<file path="src/shared/phy_int_aux_pkg.sv">
// Register map, field positions and reset values of the interrupt/aux bank
package phy_int_aux_pkg;

	// ----------------------------------------------------------------
	// Bus geometry
	// ----------------------------------------------------------------
	localparam int ADDR_W = 8; // Byte address width of the slave
	localparam int DATA_W = 32; // Avalon data width
	localparam int REG_W = 16; // Width of every register in the bank
	localparam int EVT_W = 15; // Event flags, bits 14 down to 0

	// ----------------------------------------------------------------
	// Register indices and byte addresses (index times four)
	// ----------------------------------------------------------------
	localparam logic [7:0] IDX_EVENT_MASK = 8'h19;
	localparam logic [7:0] IDX_INT_STATUS = 8'h1A;
	localparam logic [7:0] IDX_AUX_CTRL = 8'h1C;
	localparam logic [7:0] IDX_LINK_CFG = 8'h20;
	localparam logic [ADDR_W-1:0] ADR_EVENT_MASK = 8'h64;
	localparam logic [ADDR_W-1:0] ADR_INT_STATUS = 8'h68;
	localparam logic [ADDR_W-1:0] ADR_AUX_CTRL = 8'h70;
	localparam logic [ADDR_W-1:0] ADR_LINK_CFG = 8'h80;

	// ----------------------------------------------------------------
	// Interrupt status / mask bit positions
	// ----------------------------------------------------------------
	localparam int BIT_SUMMARY = 15;
	localparam int BIT_SPEED_CHG = 14;
	localparam int BIT_DUPLEX_CHG = 12;
	localparam int BIT_RESERVED = 6;
	localparam int BIT_DOWNSHIFT = 2;
	localparam int BIT_RX_ERR = 0;

	// ----------------------------------------------------------------
	// Auxiliary register bit positions
	// ----------------------------------------------------------------
	localparam int AUX_NEG_DONE = 15;
	localparam int AUX_NEG_OFF = 14;
	localparam int AUX_XOVER = 13;
	localparam int AUX_CD_SWAP = 12;
	localparam int AUX_TMO_HI = 7;
	localparam int AUX_PS_EN = 6;
	localparam int AUX_DUPLEX = 5;
	localparam int AUX_TMO_LO = 2;

	// ----------------------------------------------------------------
	// Link configuration register fields
	// ----------------------------------------------------------------
	localparam int CFG_NEG_EN = 0;
	localparam int CFG_DS_LO = 1; // Downshift controls, 4 bits
	localparam int CFG_AMS_EN = 5;
	localparam int CFG_FX_MODE = 6;

	// ----------------------------------------------------------------
	// Reset values and encodings
	// ----------------------------------------------------------------
	localparam logic [1:0] TMO_RESET = 2'h1; // Bit 7 low, bit 2 high
	localparam logic [15:0] CFG_RESET = 16'h0001;
	localparam logic [15:0] MASK_RESET = 16'h0000;
	localparam logic [1:0] SPEED_1000 = 2'h2;
	localparam logic [1:0] MEDIA_COPPER = 2'h1;

endpackage

</file>
<file path="src/design/sticky_flags.sv">
// Bank of sticky event flags with set-over-clear priority
`timescale 1ns/1ps
module sticky_flags #(
	parameter int WIDTH = 15
) (
	input wire logic clock_in,
	input wire logic srst_in,
	input wire logic [WIDTH-1:0] set_in,
	input wire logic [WIDTH-1:0] clear_in,
	output logic [WIDTH-1:0] flags_out
);

	// ----------------------------------------------------------------
	// Parameter check
	// ----------------------------------------------------------------
	if (WIDTH < 1) begin : g_bad_width
		$error("sticky_flags needs at least one flag");
	end

	logic [WIDTH-1:0] flags_r; // Latched flags
	logic [WIDTH-1:0] flags_nxt; // Next value

	// Set wins: an event landing on the clearing edge survives
	assign flags_nxt = (flags_r & ~clear_in) | set_in;

	// Flag storage
	always_ff @(posedge clock_in) begin
		if (srst_in) begin
			flags_r <= '0;
		end else begin
			flags_r <= flags_nxt;
		end
	end

	assign flags_out = flags_r;

endmodule

</file>
<file path="src/design/avalon_wait_slave.sv">
// Avalon-MM handshake: one wait state, then the request is accepted
`timescale 1ns/1ps
module avalon_wait_slave (
	input wire logic clock_in,
	input wire logic srst_in,
	input wire logic read_in,
	input wire logic write_in,
	output logic waitrequest_out,
	output logic capture_out,
	output logic accept_out
);

	// ----------------------------------------------------------------
	// Handshake state
	// ----------------------------------------------------------------
	typedef enum logic {ST_IDLE, ST_ANSWER} hs_state_type;

	hs_state_type state_r; // Current state
	hs_state_type state_nxt; // Next state
	logic req; // Any request present

	assign req = read_in | write_in;

	// Next state: a request always gets exactly one wait cycle
	always_comb begin
		state_nxt = state_r;
		case (state_r)
			ST_IDLE: begin
				if (req) begin
					state_nxt = ST_ANSWER;
				end
			end
			ST_ANSWER: begin
				state_nxt = ST_IDLE;
			end
			default: begin
				state_nxt = ST_IDLE;
			end
		endcase
	end

	// State register
	always_ff @(posedge clock_in) begin
		if (srst_in) begin
			state_r <= ST_IDLE;
		end else begin
			state_r <= state_nxt;
		end
	end

	// Wait is released only in the answer cycle
	assign waitrequest_out = req & (state_r != ST_ANSWER);
	// Read data is sampled in the wait cycle so it stands when accepted
	assign capture_out = read_in & (state_r == ST_IDLE);
	assign accept_out = req & (state_r == ST_ANSWER);

endmodule

</file>
<file path="src/design/phy_interrupt_aux_status.sv">
// Interrupt status and auxiliary control/status bank with Avalon slave
//
// Notes on behaviour
// RQ1: Bit 15 summarises pending; bits 14:0 give cause.
// RQ2: Reading status clears every returned set bit.
// RQ3: Fourteen event flags latch, bit 6 reserved zero.
// RQ4: Speed and duplex flags need negotiation enabled.
// RQ5: Downshift flag needs all four downshift controls.
// RQ6: Carrier-extension receive errors raise no flag.
// RQ7: Flags pollable and mask writable without pin.
// RQ8: Aux 15 negotiation done, else link status.
// RQ9: Aux 14 negotiation off, or media sense FX.
// RQ10: Aux 13 crossover done, aux 12 pair swap.
// RQ11: Aux 11:8 polarity inversion on pairs A-D.
// RQ12: Sticky two-bit sleep time-out at bits 7,2.
// RQ13: Aux 6 sticky power-save link enable.
// RQ14: Aux 4:3 report resolved speed.
// RQ15: Aux 1:0 report selected media.
// RQ16: Gigabit copper crossover frozen until renegotiation.
// RQ17: Pin follows summary while pin enable set.
// RQ18: Software reads status before enabling pin.
// RQ19: Summary set by any unmasked latched flag.
// RQ20: Aux 5 reports full or half duplex.
// RQ21: Event during read-clear stays latched.
`timescale 1ns/1ps
module phy_interrupt_aux_status
	import phy_int_aux_pkg::*;
(
	input wire logic clock_in,
	input wire logic srst_in,
	// Avalon-MM slave
	input wire logic [ADDR_W-1:0] address_in,
	input wire logic read_in,
	input wire logic write_in,
	input wire logic [3:0] byteenable_in,
	input wire logic [DATA_W-1:0] writedata_in,
	output logic [DATA_W-1:0] readdata_out,
	output logic waitrequest_out,
	// Event strobes, one cycle each
	input wire logic [EVT_W-1:0] event_in,
	input wire logic carrier_extension_in,
	// Resolved link state
	input wire logic neg_complete_in,
	input wire logic link_up_in,
	input wire logic crossover_in,
	input wire logic cd_pair_swap_in,
	input wire logic [3:0] polarity_inv_in,
	input wire logic full_duplex_in,
	input wire logic [1:0] speed_in,
	input wire logic [1:0] media_in,
	// Outputs to the rest of the device
	output logic management_interrupt_pin_out,
	output logic link_sleep_power_save_out,
	output logic [1:0] link_sleep_timeout_out,
	output logic neg_enable_out
);

	// ----------------------------------------------------------------
	// Bus handshake
	// ----------------------------------------------------------------
	logic capture; // Wait cycle of a read
	logic accept; // Edge at which the request completes

	avalon_wait_slave u_hs (
		.clock_in(clock_in),
		.srst_in(srst_in),
		.read_in(read_in),
		.write_in(write_in),
		.waitrequest_out(waitrequest_out),
		.capture_out(capture),
		.accept_out(accept)
	);

	// ----------------------------------------------------------------
	// Address decode
	// ----------------------------------------------------------------
	wire sel_mask = (address_in == ADR_EVENT_MASK); // Mask register
	wire sel_status = (address_in == ADR_INT_STATUS); // Status register
	wire sel_aux = (address_in == ADR_AUX_CTRL); // Aux register
	wire sel_cfg = (address_in == ADR_LINK_CFG); // Link config
	wire wr_go = accept & write_in; // Write takes effect here
	wire rd_done = accept & read_in & sel_status; // Read-clear moment

	// ----------------------------------------------------------------
	// Software-written registers
	// ----------------------------------------------------------------
	logic [REG_W-1:0] mask_r; // Event mask, bit 15 pin enable
	logic [REG_W-1:0] mask_nxt;
	logic [REG_W-1:0] cfg_r; // Link configuration
	logic [REG_W-1:0] cfg_nxt;
	logic [1:0] tmo_r; // Sleep time-out code, {bit7, bit2}
	logic [1:0] tmo_nxt;
	logic ps_en_r; // Power-save link enable
	logic ps_en_nxt;

	// Byte-lane merge of write data into the mask and config registers
	wire [REG_W-1:0] lane_mask = {{8{byteenable_in[1]}},
		{8{byteenable_in[0]}}};
	wire [REG_W-1:0] wdata = writedata_in[REG_W-1:0];

	// Mask stays writable whether or not the pin is used [RQ7]
	assign mask_nxt = (wr_go & sel_mask) ?
		((mask_r & ~lane_mask) | (wdata & lane_mask)) : mask_r;
	assign cfg_nxt = (wr_go & sel_cfg) ?
		((cfg_r & ~lane_mask) | (wdata & lane_mask)) : cfg_r;

	// Aux control fields live in the low byte only
	wire aux_wr = wr_go & sel_aux & byteenable_in[0];
	// Time-out code as written, MSB from bit 7
	wire [1:0] tmo_wr_code = {wdata[AUX_TMO_HI], wdata[AUX_TMO_LO]};
	assign tmo_nxt = aux_wr ? tmo_wr_code : tmo_r; // [RQ12]
	assign ps_en_nxt = aux_wr ? wdata[AUX_PS_EN] : ps_en_r; // [RQ13]

	// Control storage; synchronous reset loads the package reset values
	always_ff @(posedge clock_in) begin
		if (srst_in) begin
			mask_r <= MASK_RESET;
			cfg_r <= CFG_RESET;
			tmo_r <= TMO_RESET;
			ps_en_r <= 1'b0;
		end else begin
			mask_r <= mask_nxt;
			cfg_r <= cfg_nxt;
			tmo_r <= tmo_nxt;
			ps_en_r <= ps_en_nxt;
		end
	end

	// Config fields
	wire neg_en = cfg_r[CFG_NEG_EN]; // Autonegotiation enable
	wire ds_all = &cfg_r[CFG_DS_LO +: 4]; // All downshift controls
	wire ams_fx = cfg_r[CFG_AMS_EN] & cfg_r[CFG_FX_MODE];

	// ----------------------------------------------------------------
	// Event qualification
	// ----------------------------------------------------------------
	logic [EVT_W-1:0] set_vec; // Qualified event strobes
	logic [EVT_W-1:0] clr_vec; // Bits returned by the last read
	logic [EVT_W-1:0] flags; // Latched event flags
	logic [DATA_W-1:0] readdata_r; // Captured read word

	// Gate each strobe by its documented precondition
	always_comb begin
		set_vec = event_in; // [RQ3]
		set_vec[BIT_RESERVED] = 1'b0; // [RQ3]
		set_vec[BIT_SPEED_CHG] = event_in[BIT_SPEED_CHG] & neg_en; // [RQ4]
		set_vec[BIT_DUPLEX_CHG] = event_in[BIT_DUPLEX_CHG] & neg_en; // [RQ4]
		set_vec[BIT_DOWNSHIFT] = event_in[BIT_DOWNSHIFT] & ds_all; // [RQ5]
		// Receive errors that carry carrier extension are not errors
		set_vec[BIT_RX_ERR] = event_in[BIT_RX_ERR] &
			~carrier_extension_in; // [RQ6]
	end

	// Clear only what the read returned, so a bit set after capture
	// survives to the next read
	assign clr_vec = rd_done ? readdata_r[EVT_W-1:0] : '0; // [RQ2]

	sticky_flags #(
		.WIDTH(EVT_W)
	) u_flags (
		.clock_in(clock_in),
		.srst_in(srst_in),
		.set_in(set_vec),
		.clear_in(clr_vec), // Set wins over clear [RQ21]
		.flags_out(flags)
	);

	// ----------------------------------------------------------------
	// Summary and interrupt pin
	// ----------------------------------------------------------------
	// Summary derives from flags, so it falls with the read-clear
	wire summary = |(flags & mask_r[EVT_W-1:0]); // [RQ19]
	logic pin_r; // Registered interrupt pin
	logic pin_nxt;

	// Pin enable only blocks assertion; flags keep latching regardless
	assign pin_nxt = mask_r[BIT_SUMMARY] & summary; // [RQ17]

	// Pin register
	always_ff @(posedge clock_in) begin
		if (srst_in) begin
			pin_r <= 1'b0;
		end else begin
			pin_r <= pin_nxt;
		end
	end

	// ----------------------------------------------------------------
	// Crossover indication
	// ----------------------------------------------------------------
	logic xover_r; // Reported crossover state
	logic xover_nxt;
	// Gigabit copper with link up holds the last negotiated value
	wire xover_hold = link_up_in & (speed_in == SPEED_1000) &
		(media_in == MEDIA_COPPER);

	assign xover_nxt = xover_hold ? xover_r : crossover_in; // [RQ16]

	// Crossover register; a link drop is the renegotiation point
	always_ff @(posedge clock_in) begin
		if (srst_in) begin
			xover_r <= 1'b0;
		end else begin
			xover_r <= xover_nxt;
		end
	end

	// ----------------------------------------------------------------
	// Read word assembly
	// ----------------------------------------------------------------
	wire [REG_W-1:0] status_word = {summary, flags}; // [RQ1]
	wire [REG_W-1:0] aux_word = {
		neg_en ? neg_complete_in : link_up_in, // [RQ8]
		~neg_en | ams_fx, // [RQ9]
		xover_r, // [RQ10]
		cd_pair_swap_in, // [RQ10]
		polarity_inv_in[0], polarity_inv_in[1], // [RQ11]
		polarity_inv_in[2], polarity_inv_in[3], // [RQ11]
		tmo_r[1], // [RQ12]
		ps_en_r, // [RQ13]
		full_duplex_in, // [RQ20]
		speed_in, // [RQ14]
		tmo_r[0], // [RQ12]
		media_in // [RQ15]
	};
	// Unmapped addresses read as zero
	wire [REG_W-1:0] rd_word = sel_status ? status_word :
		sel_aux ? aux_word :
		sel_mask ? mask_r :
		sel_cfg ? cfg_r : 16'h0000;

	// Capture in the wait cycle; holds until the next read
	always_ff @(posedge clock_in) begin
		if (srst_in) begin
			readdata_r <= 32'h00000000;
		end else if (capture) begin
			readdata_r <= {16'h0000, rd_word};
		end
	end

	// ----------------------------------------------------------------
	// Outputs
	// ----------------------------------------------------------------
	assign readdata_out = readdata_r;
	assign management_interrupt_pin_out = pin_r;
	assign link_sleep_power_save_out = ps_en_r;
	assign link_sleep_timeout_out = tmo_r;
	assign neg_enable_out = neg_en;

	// ----------------------------------------------------------------
	// Assertions
	// ----------------------------------------------------------------
	property p_summary;
		@(posedge clock_in) disable iff (srst_in)
		(capture && sel_status) |=> readdata_out[BIT_SUMMARY] ==
			$past(summary);
	endproperty
	a_summary: assert property (p_summary) // [RQ1]
		else $error("summary bit wrong in status read");

	property p_read_clear;
		@(posedge clock_in) disable iff (srst_in)
		rd_done |=> (flags & $past(clr_vec) & ~$past(set_vec)) == '0;
	endproperty
	a_read_clear: assert property (p_read_clear) // [RQ2]
		else $error("returned flag not cleared by read");

	property p_event_latch;
		@(posedge clock_in) disable iff (srst_in)
		event_in[13] |=> flags[13] [*1] ##0 !flags[BIT_RESERVED];
	endproperty
	a_event_latch: assert property (p_event_latch) // [RQ3]
		else $error("link change event not latched");

	property p_speed_gate;
		@(posedge clock_in) disable iff (srst_in)
		(!neg_en && !flags[BIT_SPEED_CHG]) |=> !flags[BIT_SPEED_CHG];
	endproperty
	a_speed_gate: assert property (p_speed_gate) // [RQ4]
		else $error("speed flag set with negotiation off");

	property p_ds_gate;
		@(posedge clock_in) disable iff (srst_in)
		(!ds_all && !flags[BIT_DOWNSHIFT]) |=> !flags[BIT_DOWNSHIFT];
	endproperty
	a_ds_gate: assert property (p_ds_gate) // [RQ5]
		else $error("downshift flag set without controls");

	property p_rx_ext;
		@(posedge clock_in) disable iff (srst_in)
		(carrier_extension_in && !flags[BIT_RX_ERR]) |=>
			!flags[BIT_RX_ERR];
	endproperty
	a_rx_ext: assert property (p_rx_ext) // [RQ6]
		else $error("carrier extension raised receive error");

	property p_aux_done;
		@(posedge clock_in) disable iff (srst_in)
		(capture && sel_aux) |=> readdata_out[AUX_NEG_DONE] ==
			($past(neg_en) ? $past(neg_complete_in) : $past(link_up_in));
	endproperty
	a_aux_done: assert property (p_aux_done) // [RQ8]
		else $error("aux bit 15 wrong");

	property p_pin;
		@(posedge clock_in) disable iff (srst_in)
		1'b1 |=> management_interrupt_pin_out == $past(pin_nxt);
	endproperty
	a_pin: assert property (p_pin) // [RQ17]
		else $error("interrupt pin does not follow summary");

	property p_xover_hold;
		@(posedge clock_in) disable iff (srst_in)
		xover_hold |=> $stable(xover_r);
	endproperty
	a_xover_hold: assert property (p_xover_hold) // [RQ16]
		else $error("crossover changed with gigabit link up");

	property p_tmo_write;
		@(posedge clock_in) disable iff (srst_in)
		aux_wr |=> link_sleep_timeout_out == $past(tmo_wr_code);
	endproperty
	a_tmo_write: assert property (p_tmo_write) // [RQ12]
		else $error("time-out field not written");

	property p_no_loss;
		@(posedge clock_in) disable iff (srst_in)
		(rd_done && event_in[10]) |=> flags[10];
	endproperty
	a_no_loss: assert property (p_no_loss) // [RQ21]
		else $error("event lost during read-clear");

	property p_wait_one;
		@(posedge clock_in) disable iff (srst_in)
		$rose(read_in) |-> waitrequest_out ##1 !waitrequest_out;
	endproperty
	a_wait_one: assert property (p_wait_one) // One wait state before a read is answered
		else $error("read not answered after one wait");

	// Main scenarios
	c_pending_read: cover property (@(posedge clock_in)
		rd_done && readdata_r[BIT_SUMMARY]);
	c_set_on_clear: cover property (@(posedge clock_in)
		rd_done && |(set_vec & readdata_r[EVT_W-1:0]));
	c_xover_frozen: cover property (@(posedge clock_in)
		xover_hold && (crossover_in != xover_r));
	c_pin_high: cover property (@(posedge clock_in)
		management_interrupt_pin_out);

endmodule

</file>
<file path="config.mk">
export PLATFORM = sky130hd
export DESIGN_NAME = phy_interrupt_aux_status
export DESIGN_NICKNAME = d
export VERILOG_FILES = /design/src/shared/phy_int_aux_pkg.sv /design/src/design/sticky_flags.sv /design/src/design/avalon_wait_slave.sv /design/src/design/phy_interrupt_aux_status.sv
export SDC_FILE = /design/constraint.sdc
export NUM_CORES = 1
export LEC_CHECK = 0
export BUFFER_PORTS_ARGS = -buffer_cell sky130_fd_sc_hd__buf_4
export CAP_MARGIN = 20
export CORE_UTILIZATION = 45
export DETAILED_ROUTE_END_ITERATION = 16
export PLACE_DENSITY = 0.76
export REMOVE_ABC_BUFFERS = 1
export SLEW_MARGIN = 10
export SYNTH_ARGS = -nofsm -noshare
export SYNTH_HDL_FRONTEND = slang
export SYNTH_SLANG_ARGS = --single-unit
</file>
<file path="constraint.sdc">
create_clock -name clock_in -period 4.7 [get_ports clock_in]
set_input_delay 0.94 -clock clock_in [delete_from_list [all_inputs] [get_ports clock_in]]
set_output_delay 0.94 -clock clock_in [all_outputs]
set_load 0.005 [all_outputs]
</file>
==> results of run 1 <==
-- area by class of cell --
| cell class | instances | area (um^2) | share of cell area (%) |
|---|---|---|---|
| sequential | 69 | 1380 | 33.5 |
| timing repair buffer | 83 | 623 | 15.1 |
| tap | 99 | 124 | 3.00 |
| inverter | 25 | 93.8 | 2.27 |
| multi-input combinational | 264 | 1740 | 42.1 |
| clock buffer | 10 | 128 | 3.09 |
| clock inverter | 5 | 37.5 | 0.910 |
-- per-layer routing --
layer / GRT usage, % / share of wire [%] / vias to the layer above
met4: 7.04 / 1.2 / 0
met5: 0 / 0 / -
met3: 4.94 / 6.3 / 12
met2: 36.4 / 48 / 116
met1: 29.7 / 45 / 1402
li1: - / - / 1473
-- worst max-delay path, stage by stage --
cell and delay (ns):
buf_4 0.12, and4b_1 0.67, nand4_1 0.76, o21ai_0 0.44, a21oi_1 0.10
-- cells in the mapped netlist, types with 2 or more instances --
cell type	count	area, um^2
nor3_1	3	15.0
nand4b_1	2	17.5
nand4_1	2	12.5
clkbuf_1	19	71.3
a22oi_1	6	45.0
nand2b_1	3	18.8
buf_2	2	10.0
buf_1	2	7.51
a221o_1	14	140
a211o_1	5	43.8
nand2_1	16	60.1
a21o_1	14	105
a21oi_1	29	145
buf_4	17	128
mux2i_1	34	340
nor2_1	54	203
nor3b_1	2	15.0
o21ai_0	14	70.1
nor3_4	2	32.5
nor2b_1	3	18.8
nand3b_1	2	15.0
inv_1	25	93.8
a221oi_1	15	131
nand3_1	6	30.0
dfxtp_1	69	1380
-- path summary, 6_finish.rpt --
check | from | to | slack [ns] | cells after the start
worst min register to register | flop | readdata_out[8]$_SDFFE_PP0P_ | 0.47 | 2
worst min-delay path | flop | readdata_out[8]$_SDFFE_PP0P_ | 0.47 | 2
worst max register to register | u_hs.state_r$_SDFF_PP0_ | flop | 2.86 | 4
worst max-delay path | address_in[7] | u_flags.flags_out[5]$_SDFF_PP0_ | 1.86 | 5
-- cells by family (layout without fill, tap and decap cells) --
| kind of cell | Yosys count | count (layout) | share of synthesized area [%] |
|---|---|---|---|
| other | 1 | 16 | 0.111 |
| and+or+nand+nor | 111 | 111 | 17.7 |
| muxes | 35 | 35 | 10.4 |
| AOI/OAI and AO/OA | 102 | 102 | 21.4 |
| buffers and inverters | 66 | 123 | 9.50 |
| DFF | 69 | 69 | 40.8 |
-- power breakdown --
| part | internal (mW) | switching [mW] |
|---|---|---|
| Clock | 0.190 | 0.228 |
| Sequential | 0.603 | 0.0127 |
| Combinational | 0.0732 | 0.0713 |
-- stage by stage --
step / util (%) / total power [mW]
2_1_floorplan: - / 0.688
3_3_place_gp: 54.6 / 0.770
3_5_place_dp: 54.6 / 0.773
4_1_cts: 56.9 / 1.19
5_1_grt: 56.9 / 1.23
6_report: 56.9 / 1.18
==> reports/metrics.cfg, run 1 <==
[outcome]
outcome=complete, no violations

[clocking]
cts_tree=done
cts_root_buf=clkbuf_8
clockBufferDepth=2
clk_pin_slew_worst_paths_ns=0.08
ctsHoldBuffers=0
post-cts-setup-buffer-count=0
worstSkewPairLatency_ns=0.34
cts_buffers=9
cts.sinks=69
cts_resized=0
htreeDepth=3

[setup_path]
endpoint_kind=flop
critPathMaxFanout=15
critPathRequiredTime_ns=4.90
cp-start-kind=input pin
critPathKind=in2reg
worstPathArrival_ns=3.04

[timing]
fin_ws_ns=1.86
slew_viol_final=0
timing.final.crit_share_pct=60.4
whs_ns=0.468
slew_headroom_pct=46.1
final.setup_skew_ns=0.0117
fin_crit_ns=2.84
hold_violations=0
fmaxAchievable_ghz=0.352
setup_tns_ns=0
setup_violations=0
rsz0062_at_grt=false
worstMarginPinSlew_ns=0.807

[power_and_ir_drop]
ir_drop_uv=154
p_leak_nw=1.80
power_density_mw_per_mm2=286

[synth]
avgSynthCellArea_um2=8.81
synth_edf_count=0
yosysSeqAreaShare_pct=40.8
async_reset_ff_share_pct=0
syn_inst=384
syn_area_mm2=0.00338
ys.warnings.count=0
synth_ff_type=dfxtp_1
ys_seq_elements=69
synth_cell_types=49

[placement]
gp_congestion=0.809
dpl_cell_area_mm2=0.00396
io_buffers=79
dp_cells=540
place_ws_ns=1.50
hpwl_um=5750

[detailed_routing]
wl_per_cell_um=15.5
ant_nets=0
drc_errors=0
routed_via_density=5.41
drt_iter0_markers=164
wl_um=8590
firstDrtPassIters=5
vias=3003

[floorplan]
die-area_mm2=0.00787
core_mm2=0.00725
fp.dieH_um=88.7
start_util_pct=46.7
io_pins=115
row_count=31
die_w_um=88.7

[global_routing]
overflow=0
grt_pass1_vias=2713
grt_pass1_wl_um=13200
grt_usage_pct=22.4
antenna_found_initial=0
grt_max_degree=70

[cells_and_area]
diodes=0
layout-drive-gt1-share_pct=23.7
final_cell_count_no_fill=555
final_common_cell=buf_4
fillCellCount=687
stdcell_area_mm2=0.00413
final_cell_mix=buf_4 (83), dfxtp_1 (69), nor2_1 (54)
area_delta_synth_final_pct=21.9
final_nets=529

[hold_path]
min_path_type=reg2reg

[flow_run]
maxCapViolations=0

Power figures use the tool's default switching activity.
==> inputs of run 2 (changes only) <==
--- a/config.mk
+++ b/config.mk
@@ -5,6 +5,7 @@
 export SDC_FILE = /design/constraint.sdc
 export NUM_CORES = 1
 export LEC_CHECK = 0
+export ABC_AREA = 1
 export BUFFER_PORTS_ARGS = -buffer_cell sky130_fd_sc_hd__buf_4
 export CAP_MARGIN = 20
 export CORE_UTILIZATION = 45
==> constraint.sdc (replaced) <==
create_clock -name clock_in -period 2.9 [get_ports clock_in]
set_input_delay 0.58 -clock clock_in [delete_from_list [all_inputs] [get_ports clock_in]]
set_output_delay 0.58 -clock clock_in [all_outputs]
set_load 0.005 [all_outputs]
==> run 2 against run 1 <==
Via count is 12% higher. Register-to-register slack worse by 1.5 ns. Critical path type unchanged. Final cell count is 20% higher. Die area is 1.4% higher. Sequential share of layout area is 0.58 points lower. Non-clock buffer count is 1 higher. Worst hold slack worse by 0.026 ns. Highest routed layer unchanged. Global-route usage is 1.6 points higher. Clock power is 71% higher.
==> reports/metrics.cfg, run 2 <==
[cells_and_area]
area_delta_synth_final_pct=22.3
diodes=0
stdcell_area_mm2=0.00420
layout-drive-gt1-share_pct=20.9
fin_util_pct=57.3
fillCellCount=691
final_common_cell=nand2_1
final_cell_mix=nand2_1 (99), buf_4 (84), dfxtp_1 (69)
final_nets=638

[synth]
synth_ff_type=dfxtp_1
async_reset_ff_share_pct=0
yosysMostFrequentCell=nand2_1
yosysTopAreaCellShare_pct=40.2
yosysSeqAreaShare_pct=40.2
ys_seq_elements=69
synthTopCellsByCount=nand2_1 (99), dfxtp_1 (69), a21oi_1 (54), inv_1 (54), o21ai_0 (50)
yosysTopAreaCell=dfxtp_1
syn_inst=486
synth_edf_count=0
ys_top_cells_by_area=dfxtp_1 (40%), nand2_1 (11%), a21oi_1 (7.9%)
avgSynthCellArea_um2=7.06
syn_area_mm2=0.00343
synth_cell_types=33
ys.warnings.count=0

[detailed_routing]
vias=3356
ant_nets=0
wl_per_cell_um=13.6
firstDrtPassIters=5
wl_um=9000
drc_errors=0
routed_via_density=5.05
drt_iter0_markers=244

[timing]
rsz0062_at_grt=false
fin_crit_ns=1.91
slew_viol_final=0
timing.final.crit_share_pct=65.9
fmaxAchievable_ghz=0.524
setup_violations=0
final.setup_skew_ns=0.00549
setup_tns_ns=0
hold_violations=0
slew_headroom_pct=49.8
worstMarginPinSlew_ns=0.751

[floorplan]
row_count=31
die-area_mm2=0.00798
die_w_um=89.3
fp.dieH_um=89.3
core_mm2=0.00733
io_pins=115
start_util_pct=46.8

[clocking]
cts_tree=done
clk_pin_slew_worst_paths_ns=0.07
worstSkewPairLatency_ns=0.34
cts_resized=0
post-cts-setup-buffer-count=0
cts.sinks=69
ctsHoldBuffers=0
clockBufferDepth=2
cts_buffers=9
htreeDepth=3
cts_root_buf=clkbuf_8

[setup_path]
critPathMaxFanout=16
endpoint_kind=flop
worstPathArrival_ns=2.16
critPathKind=in2reg
rrSetupSlack_ns=1.34
critPathRequiredTime_ns=3.15
cp-start-kind=input pin

[global_routing]
antenna_found_initial=0
grt_max_degree=42
grt_pass1_wl_um=14300
grt_usage_pct=24.0
grt_pass1_vias=3025
overflow=0

[outcome]
outcome=complete, no violations

[placement]
hpwl_um=6410
io_buffers=79
dpl_cell_area_mm2=0.00402
gp_congestion=0.871

[flow_run]
maxCapViolations=0

[power_and_ir_drop]
p_leak_nw=1.94
power_density_mw_per_mm2=445
ir_drop_uv=241

[hold_path]
min_path_type=in2reg

## run 2: cell types whose count changed in the layout (fill, tap and decap cells not counted), moves of 25 or more
cell | previous run | this run
a21oi_1 | 29 | 54
inv_1 | 25 | 54
mux2i_1 | 34 | 0
nand2_1 | 16 | 99
nand3_1 | 6 | 38
o21ai_0 | 14 | 50
## run 2: cell type report
cell class	count	area, um^2	area share [%]
multi-input cells	339	1660	39.6
flip-flops and latches	69	1380	32.9
repair buffers	84	631	15.0
inverters	58	220	5.25
clock buffers	14	173	4.11
well taps	99	124	2.95
clock inverters	1	5.00	0.119
## run 2: stage by stage
stage	power (mW)	hold slack (ns)	setup slack, ns	cells
after floorplan	1.07	0.427	0.951	466
after global placement	1.17	0.441	0.698	649
after detailed placement	1.17	0.454	0.645	649
after CTS	1.88	0.431	1.00	664
after global routing	1.94	0.449	0.790	664
final	1.87	0.442	0.990	664
## run 2: power by group
group | internal [mW] | switching, mW | total (mW)
registers | 0.963 | 0.0135 | 0.976
clock network | 0.376 | 0.340 | 0.716
logic | 0.0784 | 0.0987 | 0.177
total | 1.42 | 0.453 | 1.87
## run 2: per-layer routing
layer | routed length (um) | vias to the layer above | track usage [%]
met2 | 4250 | 131 | 39.3
met5 | 0 | - | 0
li1 | - | 1707 | -
met4 | 179 | 0 | 11.1
met1 | 4040 | 1503 | 31.4
met3 | 539 | 15 | 3.51
## run 2: final timing paths
path,start,to,depth (start not counted)
setup / recovery,address_in[4],flop,8
hold / removal,event_in[1],u_flags.flags_out[1]$_SDFF_PP0_,3
setup reg to reg,u_hs.state_r$_SDFF_PP0_,flop,4
hold reg to reg,flop,flop,2
## run 2: worst max-delay path: stages
cell	delay, ns
buf_4	0.11
inv_1	0.07
nand2_1	0.08
nor2_4	0.35
nand2_4	0.16
nor3_4	0.52
nor2_1	0.09
a211oi_1	0.18
## run 2: kinds of logic after synthesis
group / count (synthesis) / share of synthesized area [%]
DFF: 69 / 40.2
buffers and inverters: 93 / 12.9
AOI/OAI and AO/OA: 123 / 19.1
other: 1 / 0.109
and+or+nand+nor: 200 / 27.6
